--- src/sdg_pkg.sv ---
// constants shared by the self-diagnostic sequencer and its helpers
// assumes a 125 MHz system clock and a 32-bit classic Wishbone register port
package sdg_pkg;

  // register byte offsets
  localparam logic [7:0] SDG_ADR_CTRL = 8'h00;
  localparam logic [7:0] SDG_ADR_STAT = 8'h04;
  localparam logic [7:0] SDG_ADR_IRQ_STAT = 8'h08;
  localparam logic [7:0] SDG_ADR_IRQ_MASK = 8'h0C;

  // control register fields
  localparam int SDG_CTRL_START_BIT = 0;
  localparam int SDG_CTRL_EXT_BIT = 1;
  localparam int SDG_CTRL_LED_CLR_BIT = 2;
  localparam logic SDG_CTRL_EXT_RST = 1'b0;

  // status register fields
  localparam int SDG_STAT_BUSY_BIT = 0;
  localparam int SDG_STAT_FAIL_BIT = 1;
  localparam int SDG_STAT_KIND_LSB = 2;
  localparam int SDG_STAT_OFFLINE_BIT = 4;
  localparam int SDG_STAT_LED_BIT = 5;
  localparam int SDG_STAT_STRAP_BIT = 8;

  // interrupt status and mask fields
  localparam int SDG_IRQ_W = 2;
  localparam int SDG_IRQ_DONE_BIT = 0;
  localparam int SDG_IRQ_FAIL_BIT = 1;
  localparam logic [SDG_IRQ_W-1:0] SDG_IRQ_MASK_RST = 2'h0;

  // test kinds driven to the test engines
  localparam logic [1:0] SDG_KIND_HW = 2'h0;
  localparam logic [1:0] SDG_KIND_SEEK = 2'h1;
  localparam logic [1:0] SDG_KIND_WR = 2'h2;

  // hardware items: program memory, processor peripherals, working ram, data buffer
  localparam logic [1:0] SDG_HW_PROG = 2'h0;
  localparam logic [1:0] SDG_HW_LAST = 2'h3;
  // seek modes: two-point, one-position sequential
  localparam logic [1:0] SDG_SEEK_TWO_POINT = 2'h0;
  localparam logic [1:0] SDG_SEEK_LAST = 2'h1;
  // write/read patterns, first then second
  localparam logic [1:0] SDG_WR_FIRST = 2'h0;
  localparam logic [1:0] SDG_WR_LAST = 2'h1;
  localparam logic [47:0] SDG_PAT_A = 48'hBBBA645A27BB;
  localparam logic [47:0] SDG_PAT_B = 48'h000000000000;

  // identifier field is read from this track after every seek
  localparam logic [3:0] SDG_ID_TRACK = 4'h0;

  // led blink timing
  localparam int unsigned SDG_CLK_HZ = 125000000;
  localparam int unsigned SDG_LED_HALF_MS = 250;
  localparam int unsigned SDG_LED_HALF_CYC = (SDG_CLK_HZ / 1000) * SDG_LED_HALF_MS;

  // sequencer states
  typedef enum logic [2:0] {
    SDG_S_IDLE,
    SDG_S_DRAIN,
    SDG_S_LAUNCH,
    SDG_S_RUN,
    SDG_S_STEP,
    SDG_S_FINISH,
    SDG_S_HALT
  } sdg_state_t;

  // what started the current run
  typedef enum logic [1:0] {
    SDG_M_POWER,
    SDG_M_OFFLINE,
    SDG_M_ONLINE,
    SDG_M_SOFT
  } sdg_mode_t;

endpackage : sdg_pkg

--- src/sdg_sync.sv ---
// two-flop synchroniser for levels arriving from pins
// assumes the inputs are slow levels with no timing relation to sys_clk_i
module sdg_sync
  import sdg_pkg::*;
#(
  parameter int W = 1
)
(
  input wire logic sys_clk_i,
  input wire logic rst_n_i,
  input wire logic [W-1:0] async_i,
  output logic [W-1:0] sync_o
);

  logic [W-1:0] meta_q;
  logic [W-1:0] sync_q;

  // one pair of flops per bit; the first flop feeds only the second
  for (genvar i = 0; i < W; i++)
  begin : g_bit
    always_ff @(posedge sys_clk_i)
    begin
      if (!rst_n_i)
      begin
        meta_q[i] <= 1'b0;
        sync_q[i] <= 1'b0;
      end
      else
      begin
        meta_q[i] <= async_i[i];
        sync_q[i] <= meta_q[i];
      end
    end
  end

  assign sync_o = sync_q;

endmodule : sdg_sync

--- src/sdg_led_blink.sv ---
// front-panel led blinker
// assumes en_i is a level on sys_clk_i; led is dark while en_i is low
module sdg_led_blink
  import sdg_pkg::*;
#(
  parameter int unsigned HALF_CYC = SDG_LED_HALF_CYC
)
(
  input wire logic sys_clk_i,
  input wire logic rst_n_i,
  input wire logic en_i,
  output logic led_o
);

  logic [31:0] cnt_q;
  logic led_q;
  wire logic wrap;

  assign wrap = (cnt_q == 32'(HALF_CYC - 1));

  // half-period counter toggles the lamp while enabled
  always_ff @(posedge sys_clk_i)
  begin
    if (!rst_n_i || !en_i)
    begin
      cnt_q <= 32'h00000000;
      led_q <= 1'b0;
    end
    else if (wrap)
    begin
      cnt_q <= 32'h00000000;
      led_q <= ~led_q;
    end
    else
    begin
      cnt_q <= cnt_q + 32'h00000001;
    end
  end

  assign led_o = led_q;

endmodule : sdg_led_blink

--- src/sdg_diag_seq.sv ---
// self-diagnostic sequencer of the drive unit with its register port
// assumes test engines on sys_clk_i, a scsi command decoder on sys_clk_i,
// the strap on an asynchronous pin, and a classic Wishbone master
module sdg_diag_seq
  import sdg_pkg::*;
#(
  parameter int CW = 16,
  parameter logic [15:0] CYL_MAX = 16'h07FF,
  parameter int unsigned LED_HALF_CYC = SDG_LED_HALF_CYC
)
(
  input wire logic sys_clk_i,
  input wire logic rst_n_i,
  // classic wishbone slave
  input wire logic wb_cyc_i,
  input wire logic wb_stb_i,
  input wire logic wb_we_i,
  input wire logic [7:0] wb_adr_i,
  input wire logic [3:0] wb_sel_i,
  input wire logic [31:0] wb_dat_i,
  output logic [31:0] wb_dat_o,
  output logic wb_ack_o,
  output logic irq_o,
  // strap pin, high while the contact is open
  input wire logic diagnostic_strap_i,
  // scsi side
  input wire logic scsi_busy_i,
  input wire logic diag_cmd_valid_i,
  input wire logic diag_selftest_i,
  input wire logic diag_extended_i,
  output logic diag_status_valid_o,
  output logic diag_status_check_o,
  output logic scsi_ignore_o,
  // test engines
  output logic test_req_o,
  output logic [1:0] test_kind_o,
  output logic [1:0] test_item_o,
  output logic [47:0] test_pattern_o,
  output logic [CW-1:0] test_cyl_o,
  output logic [3:0] test_track_o,
  input wire logic test_done_i,
  input wire logic test_fail_i,
  input wire logic [CW-1:0] test_id_cyl_i,
  output logic led_o
);

  sdg_state_t state_q, state_d;
  sdg_mode_t mode_q, mode_d;
  logic ext_q, ext_d;
  logic [1:0] kind_q, kind_d;
  logic [1:0] item_q, item_d;
  logic [47:0] pat_q, pat_d;
  logic [CW-1:0] cyl_q, cyl_d;
  logic req_q, req_d;
  logic bad_q, bad_d;
  logic [1:0] bad_kind_q, bad_kind_d;
  logic blink_q;
  logic st_valid_q;
  logic st_check_q;
  logic ignore_q;
  logic ctrl_ext_q;
  logic soft_pend_q;
  logic [SDG_IRQ_W-1:0] irq_stat_q;
  logic [SDG_IRQ_W-1:0] irq_mask_q;
  logic irq_q;
  logic ack_q;
  logic [31:0] rdat_q;
  logic strap_s;

  // strap pin passes two flops before any logic sees it
  sdg_sync #(
    .W(1)
  ) u_strap_sync (
    .sys_clk_i(sys_clk_i),
    .rst_n_i(rst_n_i),
    .async_i(diagnostic_strap_i),
    .sync_o(strap_s)
  );

  // bus decode; a write lands on the edge at which the master sees ack
  wire logic bus_req = wb_cyc_i && wb_stb_i && !ack_q;
  wire logic bus_wr = wb_cyc_i && wb_stb_i && ack_q && wb_we_i && wb_sel_i[0];
  wire logic sel_ctrl = (wb_adr_i == SDG_ADR_CTRL);
  wire logic sel_stat = (wb_adr_i == SDG_ADR_STAT);
  wire logic sel_istat = (wb_adr_i == SDG_ADR_IRQ_STAT);
  wire logic sel_imask = (wb_adr_i == SDG_ADR_IRQ_MASK);
  wire logic wr_ctrl = bus_wr && sel_ctrl;
  wire logic wr_istat = bus_wr && sel_istat;
  wire logic wr_imask = bus_wr && sel_imask;
  wire logic soft_set = wr_ctrl && wb_dat_i[SDG_CTRL_START_BIT];
  wire logic led_clr = wr_ctrl && wb_dat_i[SDG_CTRL_LED_CLR_BIT];

  // sequencer decisions
  wire logic idle = (state_q == SDG_S_IDLE);
  wire logic take_offline = idle && strap_s;
  wire logic take_cmd = idle && !strap_s && diag_cmd_valid_i;
  wire logic take_soft = idle && !strap_s && !diag_cmd_valid_i && soft_pend_q;
  wire logic seek_miss = (kind_q == SDG_KIND_SEEK) && (test_id_cyl_i != cyl_q);
  wire logic test_bad = test_fail_i || seek_miss;
  wire logic hw_end = (kind_q == SDG_KIND_HW) && (item_q == SDG_HW_LAST);
  wire logic seek_end = (kind_q == SDG_KIND_SEEK) && (item_q == SDG_SEEK_LAST);
  wire logic wr_end = (kind_q == SDG_KIND_WR) && (item_q == SDG_WR_LAST);
  wire logic full_set = (mode_q == SDG_M_OFFLINE) || ext_q;
  wire logic loop_on = (mode_q == SDG_M_OFFLINE) && strap_s;
  wire logic seq_end = (hw_end && !full_set) || (wr_end && !loop_on);
  wire logic finish = (state_q == SDG_S_FINISH);
  wire logic scsi_src = (mode_q == SDG_M_ONLINE);

  // next seek target: two-point alternates ends, sequential steps by one
  wire logic [CW-1:0] two_point = (cyl_q == CW'(0)) ? CW'(CYL_MAX) : CW'(0);
  wire logic [CW-1:0] seq_next = (cyl_q >= CW'(CYL_MAX)) ? CW'(0) : cyl_q + CW'(1);

  // sequencer next state
  always_comb
  begin
    state_d = state_q;
    mode_d = mode_q;
    ext_d = ext_q;
    kind_d = kind_q;
    item_d = item_q;
    pat_d = pat_q;
    cyl_d = cyl_q;
    req_d = req_q;
    bad_d = bad_q;
    bad_kind_d = bad_kind_q;
    case (state_q)
      SDG_S_IDLE:
      begin
        kind_d = SDG_KIND_HW;
        item_d = SDG_HW_PROG;
        if (take_offline)
        begin
          mode_d = SDG_M_OFFLINE;
          state_d = SDG_S_DRAIN;
        end
        else if (take_cmd)
        begin
          mode_d = SDG_M_ONLINE;
          ext_d = diag_extended_i;
          // without the diagnose request no test runs and good comes at once
          state_d = diag_selftest_i ? SDG_S_LAUNCH : SDG_S_FINISH;
          bad_d = 1'b0;
        end
        else if (take_soft)
        begin
          mode_d = SDG_M_SOFT;
          ext_d = ctrl_ext_q;
          state_d = SDG_S_LAUNCH;
        end
      end
      SDG_S_DRAIN:
      begin
        // wait for executing and stacked commands to end
        if (!strap_s)
        begin
          state_d = SDG_S_IDLE;
        end
        else if (!scsi_busy_i)
        begin
          state_d = SDG_S_LAUNCH;
        end
      end
      SDG_S_LAUNCH:
      begin
        req_d = 1'b1;
        bad_d = 1'b0;
        state_d = SDG_S_RUN;
      end
      SDG_S_RUN:
      begin
        if (test_done_i)
        begin
          req_d = 1'b0;
          if (test_bad)
          begin
            bad_d = 1'b1;
            bad_kind_d = kind_q;
            state_d = SDG_S_FINISH;
          end
          else
          begin
            state_d = SDG_S_STEP;
          end
        end
      end
      SDG_S_STEP:
      begin
        state_d = SDG_S_LAUNCH;
        if (seq_end)
        begin
          state_d = SDG_S_FINISH;
        end
        else if (hw_end)
        begin
          kind_d = SDG_KIND_SEEK;
          item_d = SDG_SEEK_TWO_POINT;
          cyl_d = two_point;
        end
        else if (seek_end)
        begin
          kind_d = SDG_KIND_WR;
          item_d = SDG_WR_FIRST;
          pat_d = SDG_PAT_A;
        end
        else if (wr_end)
        begin
          kind_d = SDG_KIND_HW;
          item_d = SDG_HW_PROG;
        end
        else
        begin
          item_d = item_q + 2'h1;
          if (kind_q == SDG_KIND_SEEK)
          begin
            cyl_d = seq_next;
          end
          if (kind_q == SDG_KIND_WR)
          begin
            pat_d = SDG_PAT_B;
          end
        end
      end
      SDG_S_FINISH:
      begin
        state_d = (bad_q && mode_q == SDG_M_OFFLINE) ? SDG_S_HALT : SDG_S_IDLE;
      end
      SDG_S_HALT:
      begin
        // an offline error stops the loop until the strap is closed
        if (!strap_s)
        begin
          state_d = SDG_S_IDLE;
        end
      end
      default:
      begin
        state_d = SDG_S_IDLE;
      end
    endcase
  end

  // sequencer registers; reset launches the power-up hardware test
  always_ff @(posedge sys_clk_i)
  begin
    if (!rst_n_i)
    begin
      state_q <= SDG_S_LAUNCH;
      mode_q <= SDG_M_POWER;
      ext_q <= 1'b0;
      kind_q <= SDG_KIND_HW;
      item_q <= SDG_HW_PROG;
      pat_q <= SDG_PAT_A;
      cyl_q <= CW'(0);
      req_q <= 1'b0;
      bad_q <= 1'b0;
      bad_kind_q <= SDG_KIND_HW;
    end
    else
    begin
      state_q <= state_d;
      mode_q <= mode_d;
      ext_q <= ext_d;
      kind_q <= kind_d;
      item_q <= item_d;
      pat_q <= pat_d;
      cyl_q <= cyl_d;
      req_q <= req_d;
      bad_q <= bad_d;
      bad_kind_q <= bad_kind_d;
    end
  end

  // command status, bus silence and led enable
  always_ff @(posedge sys_clk_i)
  begin
    if (!rst_n_i)
    begin
      st_valid_q <= 1'b0;
      st_check_q <= 1'b0;
      ignore_q <= 1'b0;
      blink_q <= 1'b0;
    end
    else
    begin
      st_valid_q <= finish && scsi_src;
      st_check_q <= finish && scsi_src && bad_q;
      ignore_q <= strap_s || (mode_q == SDG_M_OFFLINE && !idle);
      if (finish && bad_q && bad_kind_q == SDG_KIND_HW)
      begin
        blink_q <= 1'b1;
      end
      else if (led_clr)
      begin
        blink_q <= 1'b0;
      end
    end
  end

  // control register and pending software start; a new start wins over take
  always_ff @(posedge sys_clk_i)
  begin
    if (!rst_n_i)
    begin
      ctrl_ext_q <= SDG_CTRL_EXT_RST;
      soft_pend_q <= 1'b0;
    end
    else
    begin
      if (wr_ctrl)
      begin
        ctrl_ext_q <= wb_dat_i[SDG_CTRL_EXT_BIT];
      end
      soft_pend_q <= soft_set || (soft_pend_q && !take_soft);
    end
  end

  // interrupt events; a set in the clearing cycle survives
  wire logic [SDG_IRQ_W-1:0] irq_ev = {finish && bad_q, finish && !bad_q};
  wire logic [SDG_IRQ_W-1:0] irq_w1c = wr_istat ? wb_dat_i[SDG_IRQ_W-1:0] : 2'h0;

  always_ff @(posedge sys_clk_i)
  begin
    if (!rst_n_i)
    begin
      irq_stat_q <= 2'h0;
      irq_mask_q <= SDG_IRQ_MASK_RST;
      irq_q <= 1'b0;
    end
    else
    begin
      irq_stat_q <= (irq_stat_q & ~irq_w1c) | irq_ev;
      if (wr_imask)
      begin
        irq_mask_q <= wb_dat_i[SDG_IRQ_W-1:0];
      end
      irq_q <= |(irq_stat_q & irq_mask_q);
    end
  end

  // read multiplexer; unmapped offsets read zero
  wire logic [31:0] stat_word = {23'h000000, strap_s, 2'h0, blink_q,
    (mode_q == SDG_M_OFFLINE), bad_kind_q, bad_q, !idle};
  wire logic [31:0] rd_mux =
    sel_ctrl ? {30'h00000000, ctrl_ext_q, 1'b0} :
    sel_stat ? stat_word :
    sel_istat ? {30'h00000000, irq_stat_q} :
    sel_imask ? {30'h00000000, irq_mask_q} : 32'h00000000;

  // one-cycle ack one edge after the request
  always_ff @(posedge sys_clk_i)
  begin
    if (!rst_n_i)
    begin
      ack_q <= 1'b0;
      rdat_q <= 32'h00000000;
    end
    else
    begin
      ack_q <= bus_req;
      if (bus_req)
      begin
        rdat_q <= rd_mux;
      end
    end
  end

  // front-panel lamp
  sdg_led_blink #(
    .HALF_CYC(LED_HALF_CYC)
  ) u_led (
    .sys_clk_i(sys_clk_i),
    .rst_n_i(rst_n_i),
    .en_i(blink_q),
    .led_o(led_o)
  );

  assign wb_dat_o = rdat_q;
  assign wb_ack_o = ack_q;
  assign irq_o = irq_q;
  assign diag_status_valid_o = st_valid_q;
  assign diag_status_check_o = st_check_q;
  assign scsi_ignore_o = ignore_q;
  assign test_req_o = req_q;
  assign test_kind_o = kind_q;
  assign test_item_o = item_q;
  assign test_pattern_o = pat_q;
  assign test_cyl_o = cyl_q;
  assign test_track_o = SDG_ID_TRACK;

endmodule : sdg_diag_seq

--- config.mk ---
export PLATFORM = sky130hd
export DESIGN_NAME = sdg_diag_seq
export DESIGN_NICKNAME = d
export VERILOG_FILES = /design/src/sdg_pkg.sv /design/src/sdg_sync.sv /design/src/sdg_led_blink.sv /design/src/sdg_diag_seq.sv
export SDC_FILE = /design/constraint.sdc
export NUM_CORES = 1
export LEC_CHECK = 0
export BUFFER_PORTS_ARGS = -buffer_cell sky130_fd_sc_hd__buf_2
export CORE_AREA = 2 2 99 101
export CTS_CLUSTER_DIAMETER = 40
export DETAILED_ROUTE_END_ITERATION = 7
export DIE_AREA = 0 0 101 103
export GPL_TIMING_DRIVEN = 0
export PLACE_DENSITY = 0.95
export SKIP_CTS_REPAIR_TIMING = 1
export SLEW_MARGIN = 20
export SYNTH_ARGS = -nofsm -noshare
export SYNTH_HDL_FRONTEND = slang
export SYNTH_SLANG_ARGS = --single-unit
--- constraint.sdc ---
create_clock -name sys_clk_i -period 4.4 [get_ports sys_clk_i]
set_input_delay 0.88 -clock sys_clk_i [delete_from_list [all_inputs] [get_ports sys_clk_i]]
set_output_delay 0.88 -clock sys_clk_i [all_outputs]
set_load 0.05 [all_outputs]
# == Word-level counts from Yosys, hierarchy flattened ==
# Index checks and enable logic that the tools add are counted.
# op_classes
add_sub_neg,3
n_lt_le_gt_ge,1
n_eq_ne,29
n_mux,50
bitwise_logic,8
n_reduce_logical,71
# op_table
op,count
$mux W48,3
$mux W16,5
$add A32 B1 Y32 const B,1
$eq A32 B25 Y1 const B,1
$logic_and A1 B1 Y1,30
$mux W3,10
$mux W2,14
$pmux W3 S7,1
$mux W9,2
$add A16 B1 Y16 const B,1
$eq A8 B4 Y1 const B,2
$ge A16 B11 Y1 const B,1
$logic_not A16 Y1,1
$ne A16 B16 Y1,1
$ne A2 B2 Y1 const B,8
$reduce_and A5 Y1,3
$reduce_bool A2 Y1,6
$mux W11,1
$logic_not A1 Y1,10
$mux W1,10
$eq A3 B3 Y1 const B,3
$reduce_and A3 Y1,3
$eq A8 B3 Y1 const B,1
$logic_not A8 Y1,1
other kinds (23),43
# word_totals
regBits,157
inputBits,72
output_inout_bits,111
elab_cells,187

# == Logic depth before layout (Yosys ltp) ==
# Gate-level depths: netlist of the first run.
# logic_depth
ltp_word,9
depth_mapped,8
mapped_depth_nobuf,6

# == Modules after synthesis ==
# Synthesis of the first run repeated with hierarchy kept, for this count alone.
# hier_totals
cells_unflattened,602
hier_area_um2,4937.2
# modules_own_cells
module,n_inst,cells_each,area_each_um2,seq_area_each_um2
sdg_diag_seq,1,417,3231.8,1001.0
sdg_led_blink,1,181,1652.8,660.6
sdg_sync,1,4,52.6,40.0

# == Least setup slack after synthesis of the first run ==
# OpenSTA, ideal clock, no wires.
# synth_path
path_kind,register to register
from,"reg cyl_q[12], in the netlist test_cyl_o[12]"
to,"reg cyl_q[2], in the netlist test_cyl_o[2]"
setup_ns,0.088
arrival_ns,2.243
setup_slack_ns,2.069
path_stages_with_launch,7
n_path_buf,1
synth_period_minus_slack_ns,2.331
cell_sequence,dfxtp_1 or4_4 or3_4 or3_1 buf_2 o31a_1 o32ai_2
# synth_between
elab_chain_cells,6
# synth_rtl
element,line_no,rtl
"start, declared",sdg_diag_seq.sv:53,"logic [CW-1:0] cyl_q, cyl_d;"
"start signal, assigned",sdg_diag_seq.sv:266,cyl_q <= cyl_d;
$ge A16 B11 Y1,sdg_diag_seq.sv:111,wire logic [CW-1:0] seq_next = (cyl_q >= CW'(CYL_MAX)) ? CW'(0) : cyl_q + CW'(1);
$mux W16,sdg_diag_seq.sv:111,
$mux W16,sdg_diag_seq.sv:213,if (kind_q == SDG_KIND_SEEK)
$mux W16,sdg_diag_seq.sv:205,else if (wr_end)
$mux W16,sdg_diag_seq.sv:199,else if (seek_end)
$mux W16 (*),sdg_diag_seq.sv:193,else if (hw_end)
# Mark *: on every way between the ends. The rest lies on a longest branch, timed or not. The select of a mux whose other input is x is not followed.
# A chain may end at the register's enable or synchronous reset.

==> flow_metrics.py, run 1 <==
metrics = {
    "yosys": {
        "yosys-top-cells-area": "dfxtp_1, buf_4, xor2_1",
        "synth_top_area_cell": "dfxtp_1",
        "synth.top_cell.area_share": 0.343,
        "number_of_enable_flip_flop_cells_after_synthesis": 0,
        "yosys.area_share.adder": 0.00756,
        "muxShareOfSynthArea": 0.0129,
        "mappedNetlistArea_mm2": 0.00496,
        "syn_inst": 616,
        "synth_simple_gate_area_share": 0.245,
        "synth-seq-cells": 85,
        "yosysUniqueCellTypes": 62,
        "compound_cell_area_share_of_the_yosys_netlist": 0.166,
        "ys_async_sr_fraction": 0,
        "seq_total_area_yosys": 0.343,
        "synth.avg_cell_area_um2": 8.06,
        "synthXorXnorAreaFrac": 0.0741,
        "ys_dominant_reg_cell": "dfxtp_1",
        "combinational_family_with_the_most_area_after_synthesis": "simple AND/OR/NAND/NOR gates",
        "yosys_warnings": 0,
    },
    "pwr": {
        "share_clk_of_total_power": 0.324,
        "power_density_mw_per_mm2": 300,
        "switching_share": 0.333,
        "internal_power_mw": 1.20,
        "seqPwrFrac": 0.450,
        "pwr-share-comb": 0.226,
        "switching_power_mw": 0.601,
        "power.leakage_nw": 2.53,
        "vdd.ir_drop.worst_uv": 199,
        "report.power.total_mw": 1.80,
    },
    "placement": {
        "buffer_ports.inserted": 101,
        "placement.setup.worst_slack_ns": 1.85,
        "gpl.final_weighted_congestion": 0.947,
        "dp_hpwl_um": 9270,
    },
    "worst_setup_path": {
        "worstPathArrival_ns": 1.76,
        "crit_path_required_time_ns": 3.52,
        "critical_path_class": "flop to output pin",
        "critical_path.slowest_cell": "dfxtp_1",
        "crit_path_start_kind": "flop",
        "crit_buf_inv": 2,
        "timing.critical_path.cells": "buf_4, buf_2",
        "cp_slowest_stage_delay_ns": 0.91,
        "crit_end_category": "output pin",
        "worstPathMaxFanout": 30,
        "family_with_the_most_delay_on_the_worst_path": "flip-flops",
    },
    "floorplan": {
        "core_area_mm2": 0.00946,
        "io_pins": 183,
        "floorplan.initialDensity": 0.525,
        "row_count": 36,
        "die_width_um": 101,
        "chipHeight_um": 103,
        "dieArea_mm2": 0.0104,
    },
    "layout": {
        "area_growth_syn_to_layout_pct": 21.2,
        "design.final.nets": 851,
        "antenna_cells_inserted": 0,
        "final_cell_mix": "buf_2, dfxtp_1, buf_4",
        "mostFrequentLayoutCell": "buf_2",
        "drive_above_1_share": 0.280,
    },
    "timing": {
        "rsz0062_at_grt": "no",
        "max_freq_mhz": 379,
        "clock_skews_ns": 0.0198,
        "tightest_slew_ns": 1.10,
        "layout_worst_path_cycle_share": 0.599,
        "setup_viol_count_final": 0,
        "finalHoldViolations": 0,
        "finalWorstPathRequiredPeriod_ns": 2.64,
        "final_critical_path_setup_slack_ns": 1.76,
        "final.setup.tns_ns": 0,
        "rel_slew_slack": 0.249,
        "drv_slew": 0,
    },
    "grt": {
        "globalRouteOverflowTotal": 0,
        "grt_pass1_wl_um": 19100,
        "antenna_found_initial": 0,
        "grtUsageTotal": 0.228,
        "first_global_vias": 4120,
        "pin_count_of_the_biggest_net_entering_global_routing": 31,
    },
    "detailed_routing": {
        "routed-wl-met3_um": 1010,
        "detail_route.iter0.violations": 350,
        "drcViolationCount": 0,
        "drt_pre_antenna_iters": 6,
        "route.vias.total": 4806,
        "wl_per_cell_um": 13.6,
        "detail-route-antenna-nets": 0,
        "top_layer": "met4",
        "met1_length_um": 5040,
        "post_drt_via_cell_ratio": 5.37,
        "postRouteWirelength_um": 12100,
        "dr_wl_met2_um": 5930,
    },
    "min_path": {
        "worstHoldPathType": "flop to flop",
    },
    "clocking": {
        "cts_inserted_buffers": 9,
        "clk_root_buffer_cell": "clkbuf_8",
        "cts_tree": "done",
        "htree_num_levels": 3,
        "clkLatencyLatePin_ns": 0.36,
        "max-clock-path-buffers": 2,
        "clock-sinks": 85,
        "path_clk_slew_ns": 0.10,
    },
    "flow_run": {
        "drv_cap": 0,
    },
    "status": {
        "status": "finished, final reports clean",
    },
}
[Yosys cell counts (10+ instances only)]
cell type,number
clkbuf_1,21
xor2_1,33
a22oi_1,10
inv_1,20
buf_4,76
a21oi_1,30
nand3_1,25
dfxtp_1,85
nand4_1,12
o21ai_0,26
nor4_1,14
nor2_1,65
or3_1,11
nand2_1,36
and3_1,14
nor3_1,14
[logic make-up (layout without fill, tap and decap cells)]
| logic type | Yosys count | in the layout |
|---|---|---|
| AND/OR/NAND/NOR | 232 | 232 |
| adder cells (fa/ha/maj) | 3 | 3 |
| buffers and inverters | 123 | 240 |
| AO/OA/AOI/OAI | 125 | 125 |
| multiplexers | 5 | 5 |
| flip-flops | 85 | 85 |
| XOR/XNOR | 42 | 42 |
| other | 1 | 49 |
[metrics by stage]
stage	area (um2)	hold slack [ns]	cells	utilization
after detailed placement	5810	0.425	879	0.614
final	6020	0.445	895	0.636
after floorplan	5140	0.412	664	-
after global routing	6020	0.482	895	0.636
after global placement	5790	0.416	879	0.612
after CTS	6020	0.443	895	0.636
[worst register-to-register path: cells and delay by family (launching register included)]
family,cells,cell delay [ns]
adder cells (fa/ha/maj),1,0.27
flip-flops,1,0.39
buffers and inverters,2,0.61
AND/OR/NAND/NOR,5,1.19
[routing by layer]
layer,up-vias,track usage
met1,2169,0.281
met5,-,0
met2,232,0.395
met3,22,0.0563
li1,2383,-
met4,0,0.0728
[sequential cells by signal (all words and copies together), names as in the netlist, 2 cells and up]
signal	count
irq_mask_q	2
wb_dat_o	7
test_cyl_o	16
test_item_o	2
mode_q	2
bad_kind_q	2
u_led.cnt_q	32
irq_stat_q	2
test_kind_o	2
state_q	3
[final timing paths]
kind | from | to | slack [ns] | cells after the start
max reg2reg | u_led.cnt_q[0] | u_led.cnt_q[5] | 1.83 | 8
max | test_pattern_o[45] | test_pattern_o[1] | 1.76 | 2
min reg2reg | u_strap_sync.meta_q | u_strap_sync.sync_o | 0.44 | 1
min | u_strap_sync.meta_q | u_strap_sync.sync_o | 0.44 | 1
[area by class of cell]
type	instances	area, um2
inverters	20	75.1
flip-flops and latches	85	1700
well taps	114	143
multi-input cells	456	2700
repair buffers	101	505
clock inverters	7	86.3
fillers	835	3440
clock buffers	9	124
plain buffers	103	678
[power by group through the flow]
stage / clock, mW / sequential [mW] / combinational (mW)
2_1_floorplan: 0 / 0.845 / 0.305
3_3_place_gp: 0 / 0.828 / 0.397
3_5_place_dp: 0 / 0.829 / 0.398
4_1_cts: 0.599 / 0.811 / 0.399
5_1_grt: 0.629 / 0.815 / 0.437
6_report: 0.584 / 0.812 / 0.407
No activity file was read; power rests on OpenSTA's default activity.
==> inputs of run 2 (changes only) <==
--- a/config.mk
+++ b/config.mk
@@ -5,13 +5,14 @@
 export SDC_FILE = /design/constraint.sdc
 export NUM_CORES = 1
 export LEC_CHECK = 0
+export ABC_AREA = 1
 export BUFFER_PORTS_ARGS = -buffer_cell sky130_fd_sc_hd__buf_2
-export CORE_AREA = 2 2 99 101
+export CORE_AREA = 2 2 105 107
 export CTS_CLUSTER_DIAMETER = 40
 export DETAILED_ROUTE_END_ITERATION = 7
-export DIE_AREA = 0 0 101 103
+export DIE_AREA = 0 0 107 109
 export GPL_TIMING_DRIVEN = 0
-export PLACE_DENSITY = 0.95
+export PLACE_DENSITY = 0.9
 export SKIP_CTS_REPAIR_TIMING = 1
 export SLEW_MARGIN = 20
 export SYNTH_ARGS = -nofsm -noshare
==> constraint.sdc (replaced) <==
create_clock -name sys_clk_i -period 2.58 [get_ports sys_clk_i]
set_input_delay 0.516 -clock sys_clk_i [delete_from_list [all_inputs] [get_ports sys_clk_i]]
set_output_delay 0.516 -clock sys_clk_i [all_outputs]
set_load 0.05 [all_outputs]
==> run 2 against run 1 <==
Compared with the run above:
- non-clock buffer count shrank 18
- clock power up 56%
- critical path depth is the same
- cell count up 20%
- sequential cell count stayed put
- largest cell class unchanged
- highest routed layer unchanged
==> flow_metrics.py, run 2 <==
metrics = {
    "status": {
        "status": "finished, final reports clean",
    },
    "floorplan": {
        "chipHeight_um": 109,
        "io_pins": 183,
        "core_area_mm2": 0.0106,
        "die_width_um": 107,
        "dieArea_mm2": 0.0117,
        "floorplan.initialDensity": 0.493,
        "row_count": 38,
    },
    "min_path": {
        "timing.hold.worst_endpoint": "u_strap_sync.meta_q",
        "hold_path.startpoint": "diagnostic_strap_i",
        "min_delay_path_depth": 3,
        "worstHoldPathType": "primary input to flop",
    },
    "worst_setup_path": {
        "reg2reg_slack_ns": 0.68,
        "crit_buf_inv": 2,
        "cp_slowest_stage_delay_ns": 0.93,
        "crit_path_required_time_ns": 2.06,
        "worstRegToRegCells": 9,
        "worst_r2r_startpoint": "u_led.cnt_q[0]",
        "critical_path.slowest_cell": "dfxtp_1",
        "critical_path_class": "flop to output pin",
        "worstPathArrival_ns": 1.80,
        "crit_path_start_kind": "flop",
        "crit_end_category": "output pin",
        "family_with_the_most_delay_on_the_worst_path": "flip-flops",
        "timing.critical_path.cells": "buf_4, buf_2",
        "worstPathMaxFanout": 29,
        "worstReg2RegEnd": "u_led.cnt_q[16]",
    },
    "layout": {
        "final_core_utilization": 0.592,
        "drive_above_1_share": 0.264,
        "num-fill-cells": 991,
        "antenna_cells_inserted": 0,
        "registers.top_by_ff_count": "u_led.cnt_q",
        "mostFrequentLayoutCell": "nand2_1",
        "area_growth_syn_to_layout_pct": 20.0,
        "largest_reg_flops": 32,
        "finish.instance_area_mm2": 0.00627,
        "design.final.nets": 1002,
        "final_cell_mix": "nand2_1, buf_2, inv_1",
    },
    "pwr": {
        "internal_power_mw": 1.99,
        "power_density_mw_per_mm2": 495,
        "seqPwrFrac": 0.458,
        "vdd.ir_drop.worst_uv": 389,
        "share_clk_of_total_power": 0.294,
        "power.leakage_nw": 3.00,
        "pwr-share-comb": 0.247,
        "switching_power_mw": 1.12,
        "switching_share": 0.360,
    },
    "timing": {
        "hold_slack_ns": 0.321,
        "tightest_slew_ns": 0.927,
        "rel_slew_slack": 0.381,
        "layout_worst_path_cycle_share": 0.896,
        "setup_viol_count_final": 0,
        "rsz0062_at_grt": "no",
        "finalHoldViolations": 0,
        "clock_skews_ns": 0.0180,
        "finalWorstPathRequiredPeriod_ns": 2.31,
        "max_freq_mhz": 433,
        "final.setup.tns_ns": 0,
        "drv_slew": 0,
    },
    "yosys": {
        "synth.avg_cell_area_um2": 6.81,
        "number_of_enable_flip_flop_cells_after_synthesis": 0,
        "yosysUniqueCellTypes": 46,
        "yosys-top-cells-area": "dfxtp_1, nand2_1, buf_4",
        "synth_top_area_cell": "dfxtp_1",
        "ys_dominant_reg_cell": "dfxtp_1",
        "synth.top_cell.area_share": 0.326,
        "synth.most_common_cell": "nand2_1",
        "synth.top_cells.by_count": "nand2_1, inv_1, nor2_1",
        "mappedNetlistArea_mm2": 0.00523,
        "synth-seq-cells": 85,
        "syn_inst": 768,
        "seq_total_area_yosys": 0.326,
        "ys_async_sr_fraction": 0,
        "yosys_warnings": 0,
    },
    "flow_run": {
        "drv_cap": 0,
    },
    "grt": {
        "first_global_vias": 4414,
        "grtUsageTotal": 0.207,
        "pin_count_of_the_biggest_net_entering_global_routing": 30,
        "globalRouteOverflowTotal": 0,
        "antenna_found_initial": 0,
        "grt_pass1_wl_um": 19400,
    },
    "clocking": {
        "cts_tree": "done",
        "htree_num_levels": 3,
        "clock-sinks": 85,
        "clk_root_buffer_cell": "clkbuf_8",
        "path_clk_slew_ns": 0.09,
        "max-clock-path-buffers": 2,
        "clkLatencyLatePin_ns": 0.38,
        "cts_inserted_buffers": 9,
    },
    "placement": {
        "dp_hpwl_um": 9180,
        "buffer_ports.inserted": 100,
        "gpl.final_weighted_congestion": 0.889,
        "placement.cell_area_mm2": 0.00608,
    },
    "detailed_routing": {
        "detail-route-antenna-nets": 0,
        "route.vias.total": 5003,
        "drcViolationCount": 0,
        "detail_route.iter0.violations": 355,
        "wl_per_cell_um": 11.0,
        "postRouteWirelength_um": 11800,
        "post_drt_via_cell_ratio": 4.67,
        "drt_pre_antenna_iters": 5,
    },
}
-- run 2: changes by cell type after synthesis, sizes merged, moves of 13 or more --
cell    change
inv        +92
clkbuf     -16
nor2       +48
nand2     +132
xor2       -21
and3       -13
nand3      +16
nor3       +14
-- run 2: power groups by stage --
| stage | registers, mW | logic (mW) | clock network (mW) |
|---|---|---|---|
| after floorplan | 1.50 | 0.572 | 0 |
| after global placement | 1.45 | 0.747 | 0 |
| after detailed placement | 1.45 | 0.758 | 0 |
| after CTS | 1.42 | 0.762 | 0.933 |
| after global routing | 1.43 | 0.850 | 0.998 |
| final | 1.42 | 0.768 | 0.913 |
-- run 2: worst max-delay path by stage --
stage,startpoint,to,slack (ns),cells past startpoint
after floorplan,test_cyl_o[1],test_cyl_o[5],0.51,12
after global routing,test_pattern_o[45],test_pattern_o[5],0.14,2
after global placement,wb_adr_i[1],wb_dat_o[0],0.66,7
after detailed placement,wb_adr_i[1],wb_dat_o[0],0.64,7
final,test_pattern_o[45],test_pattern_o[33],0.27,2
after CTS,test_pattern_o[45],test_pattern_o[35],0.22,2
-- run 2: through the flow --
step | cells | worst slack (ns) | total power, mW
final | 1072 | 0.269 | 3.11
after global routing | 1072 | 0.137 | 3.28
after CTS | 1072 | 0.220 | 3.12
after detailed placement | 1056 | 0.638 | 2.21
after global placement | 1056 | 0.661 | 2.20
after floorplan | 816 | 0.510 | 2.07
-- run 2: per-layer routing --
layer,GRT usage,part of all wire,routed length (um),vias to the layer above
li1,-,-,-,2616
met1,0.255,0.43,5060,2225
met2,0.348,0.49,5820,137
met3,0.0532,0.053,625,25
met4,0.0844,0.023,269,0
met5,0,0,0,-
-- run 2: final cells by class --
| class | count | area [um2] | area share |
|---|---|---|---|
| Tap cell | 140 | 175 | 0.0279 |
| Buffer | 86 | 619 | 0.0987 |
| Multi-Input combinational cell | 530 | 2650 | 0.423 |
| Sequential cell | 85 | 1700 | 0.271 |
| Clock inverter | 6 | 53.8 | 0.00858 |
| Timing Repair Buffer | 100 | 500 | 0.0798 |
| Inverter | 115 | 432 | 0.0688 |
| Clock buffer | 10 | 138 | 0.0219 |
-- run 2: logic make-up (layout without fill, tap and decap cells) --
family                     Yosys count  in the layout  share of synthesized area
and+or+nand+nor                    385            385                      0.356
buffers and inverters              201            317                      0.201
DFF                                 85             85                      0.326
AOI/OAI and AO/OA                   79             79                     0.0859
xor gates and xnor gates            14             14                     0.0235
adders and majority gates            3              3                    0.00718
other                                1             49                   0.000718
-- run 2: tightest hold or removal path, cell delays in order --
cell	delay, ns
buf_2	0.07
nand2_1	0.04
inv_1	0.04
==> inputs of run 3 (changes only) <==
--- a/config.mk
+++ b/config.mk
@@ -7,10 +7,12 @@
 export LEC_CHECK = 0
 export ABC_AREA = 1
 export BUFFER_PORTS_ARGS = -buffer_cell sky130_fd_sc_hd__buf_2
-export CORE_AREA = 2 2 105 107
+export CELL_PAD_IN_SITES_DETAIL_PLACEMENT = 1
+export CELL_PAD_IN_SITES_GLOBAL_PLACEMENT = 1
+export CORE_AREA = 2 2 126 128
 export CTS_CLUSTER_DIAMETER = 40
 export DETAILED_ROUTE_END_ITERATION = 7
-export DIE_AREA = 0 0 107 109
+export DIE_AREA = 0 0 128 130
 export GPL_TIMING_DRIVEN = 0
 export PLACE_DENSITY = 0.9
 export SKIP_CTS_REPAIR_TIMING = 1
==> run 3 against run 2 <==
Compared with the run above:
- clock skew is 0.0064 ns lower
- count of clock-buffer cells in the layout did not move
- cell count increased by 4.9%
- hold slack better by 0.032 ns
==> flow_metrics.py, run 3 (synthesized netlist as in run 2, its figures left out) <==
metrics = {
    "layout": {
        "mostFrequentLayoutCell": "nand2_1",
        "antenna_cells_inserted": 0,
        "design.final.nets": 1002,
        "registers.top_by_ff_count": "u_led.cnt_q",
        "drive_above_1_share": 0.264,
        "area_growth_syn_to_layout_pct": 24.4,
        "largest_reg_flops": 32,
        "num-fill-cells": 2055,
        "final_cell_mix": "nand2_1, buf_2, inv_1",
    },
    "detailed_routing": {
        "routed-wl-met3_um": 621,
        "detail_route.iter0.violations": 217,
        "met1_length_um": 6450,
        "detail-route-antenna-nets": 0,
        "top_layer": "met4",
        "post_drt_via_cell_ratio": 4.58,
        "postRouteWirelength_um": 15300,
        "drt_pre_antenna_iters": 4,
        "route.vias.total": 5147,
        "dr_wl_met2_um": 7940,
        "wl_per_cell_um": 13.6,
        "drcViolationCount": 0,
    },
    "timing": {
        "tightest_slew_ns": 0.896,
        "rsz0062_at_grt": "no",
        "clock_skews_ns": 0.0115,
        "rel_slew_slack": 0.402,
        "drv_slew": 0,
        "finalWorstPathRequiredPeriod_ns": 2.26,
        "layout_worst_path_cycle_share": 0.875,
        "max_freq_mhz": 443,
        "setup_viol_count_final": 0,
        "final.setup.tns_ns": 0,
        "finalHoldViolations": 0,
    },
    "pwr": {
        "power.leakage_nw": 3.07,
        "vdd.ir_drop.worst_uv": 395,
        "power_density_mw_per_mm2": 580,
        "seqPwrFrac": 0.378,
        "internal_power_mw": 2.58,
        "switching_power_mw": 1.19,
        "switching_share": 0.316,
        "report.power.total_mw": 3.77,
        "pwr-share-comb": 0.210,
        "share_clk_of_total_power": 0.412,
    },
    "worst_setup_path": {
        "crit_end_category": "output pin",
        "crit_path_required_time_ns": 2.06,
        "crit_path_start_kind": "flop",
        "worstPathArrival_ns": 1.74,
        "worstPathMaxFanout": 29,
        "critical_path_class": "flop to output pin",
    },
    "floorplan": {
        "io_pins": 183,
        "chipHeight_um": 130,
        "die_width_um": 128,
        "core_area_mm2": 0.0154,
        "floorplan.initialDensity": 0.339,
        "row_count": 46,
        "dieArea_mm2": 0.0166,
    },
    "clocking": {
        "clkLatencyLatePin_ns": 0.36,
        "htree_num_levels": 3,
        "max-clock-path-buffers": 2,
        "cts_inserted_buffers": 9,
        "cts_tree": "done",
        "clk_root_buffer_cell": "clkbuf_16",
        "path_clk_slew_ns": 0.06,
        "clock-sinks": 85,
    },
    "status": {
        "status": "finished, final reports clean",
    },
    "grt": {
        "grtUsageTotal": 0.189,
        "antenna_found_initial": 0,
        "first_global_vias": 5240,
        "pin_count_of_the_biggest_net_entering_global_routing": 30,
        "globalRouteOverflowTotal": 0,
        "grt_pass1_wl_um": 25100,
    },
    "placement": {
        "buffer_ports.inserted": 100,
        "dp_hpwl_um": 11900,
        "gpl.final_weighted_congestion": 0.861,
    },
    "flow_run": {
        "drv_cap": 0,
    },
    "min_path": {
        "worstHoldPathType": "primary input to flop",
    },
}
[run 3: cell count changes in the layout (fill, tap and decap cells not counted)]
| cell | change |
|---|---|
| clkbuf_16 | +9 |
| clkbuf_8 | -9 |
| bufinv_16 | +3 |
| clkinv_4 | -2 |
| clkinvlp_4 | -1 |
| inv_6 | +1 |
| inv_8 | -1 |
[run 3: per-layer routing]
metal	vias up	global-route usage
met5	-	0
met4	0	0.0621
met3	20	0.0353
met2	114	0.357
met1	2401	0.214
li1	2612	-
[run 3: power groups by stage]
stage | Combinational, mW | Clock [mW] | Sequential, mW
after detailed placement | 0.786 | 0 | 1.45
after global routing | 0.876 | 1.65 | 1.44
after global placement | 0.763 | 0 | 1.45
after floorplan | 0.572 | 0 | 1.50
after CTS | 0.792 | 1.59 | 1.43
final | 0.793 | 1.55 | 1.43
[run 3: stage by stage]
stage | util | setup WS, ns | hold slack [ns] | area, um2 | cells
3_5_place_dp | 0.399 | 0.476 | 0.421 | 6150 | 1108
3_3_place_gp | 0.399 | 0.525 | 0.395 | 6150 | 1108
5_1_grt | 0.422 | 0.174 | 0.369 | 6500 | 1124
2_1_floorplan | - | 0.510 | 0.390 | 5410 | 816
4_1_cts | 0.422 | 0.259 | 0.350 | 6500 | 1124
6_report | 0.422 | 0.322 | 0.352 | 6500 | 1124
[run 3: cell type report]
class | instances | area, um2 | area share
Clock inverter | 6 | 116 | 0.0179
Clock buffer | 10 | 239 | 0.0368
Inverter | 115 | 432 | 0.0664
Timing Repair Buffer | 100 | 500 | 0.0770
Sequential cell | 85 | 1700 | 0.262
Tap cell | 192 | 240 | 0.0369
Multi-Input combinational cell | 530 | 2650 | 0.408
Buffer | 86 | 619 | 0.0952
[run 3: worst max-delay path, stage by stage, from the launching register on]
cell and delay (ns):
dfxtp_1 0.90, buf_4 0.23, buf_2 0.26
[run 3: worst paths after layout]
kind                                          start                   to  slack, ns  cells after the start
worst min register to register  u_strap_sync.meta_q  u_strap_sync.sync_o       0.43                      2
worst max-delay path             test_pattern_o[45]   test_pattern_o[17]       0.32                      2
worst max register to register        test_cyl_o[0]        test_cyl_o[7]       0.64                     12
worst min-delay path             diagnostic_strap_i  u_strap_sync.meta_q       0.35                      3
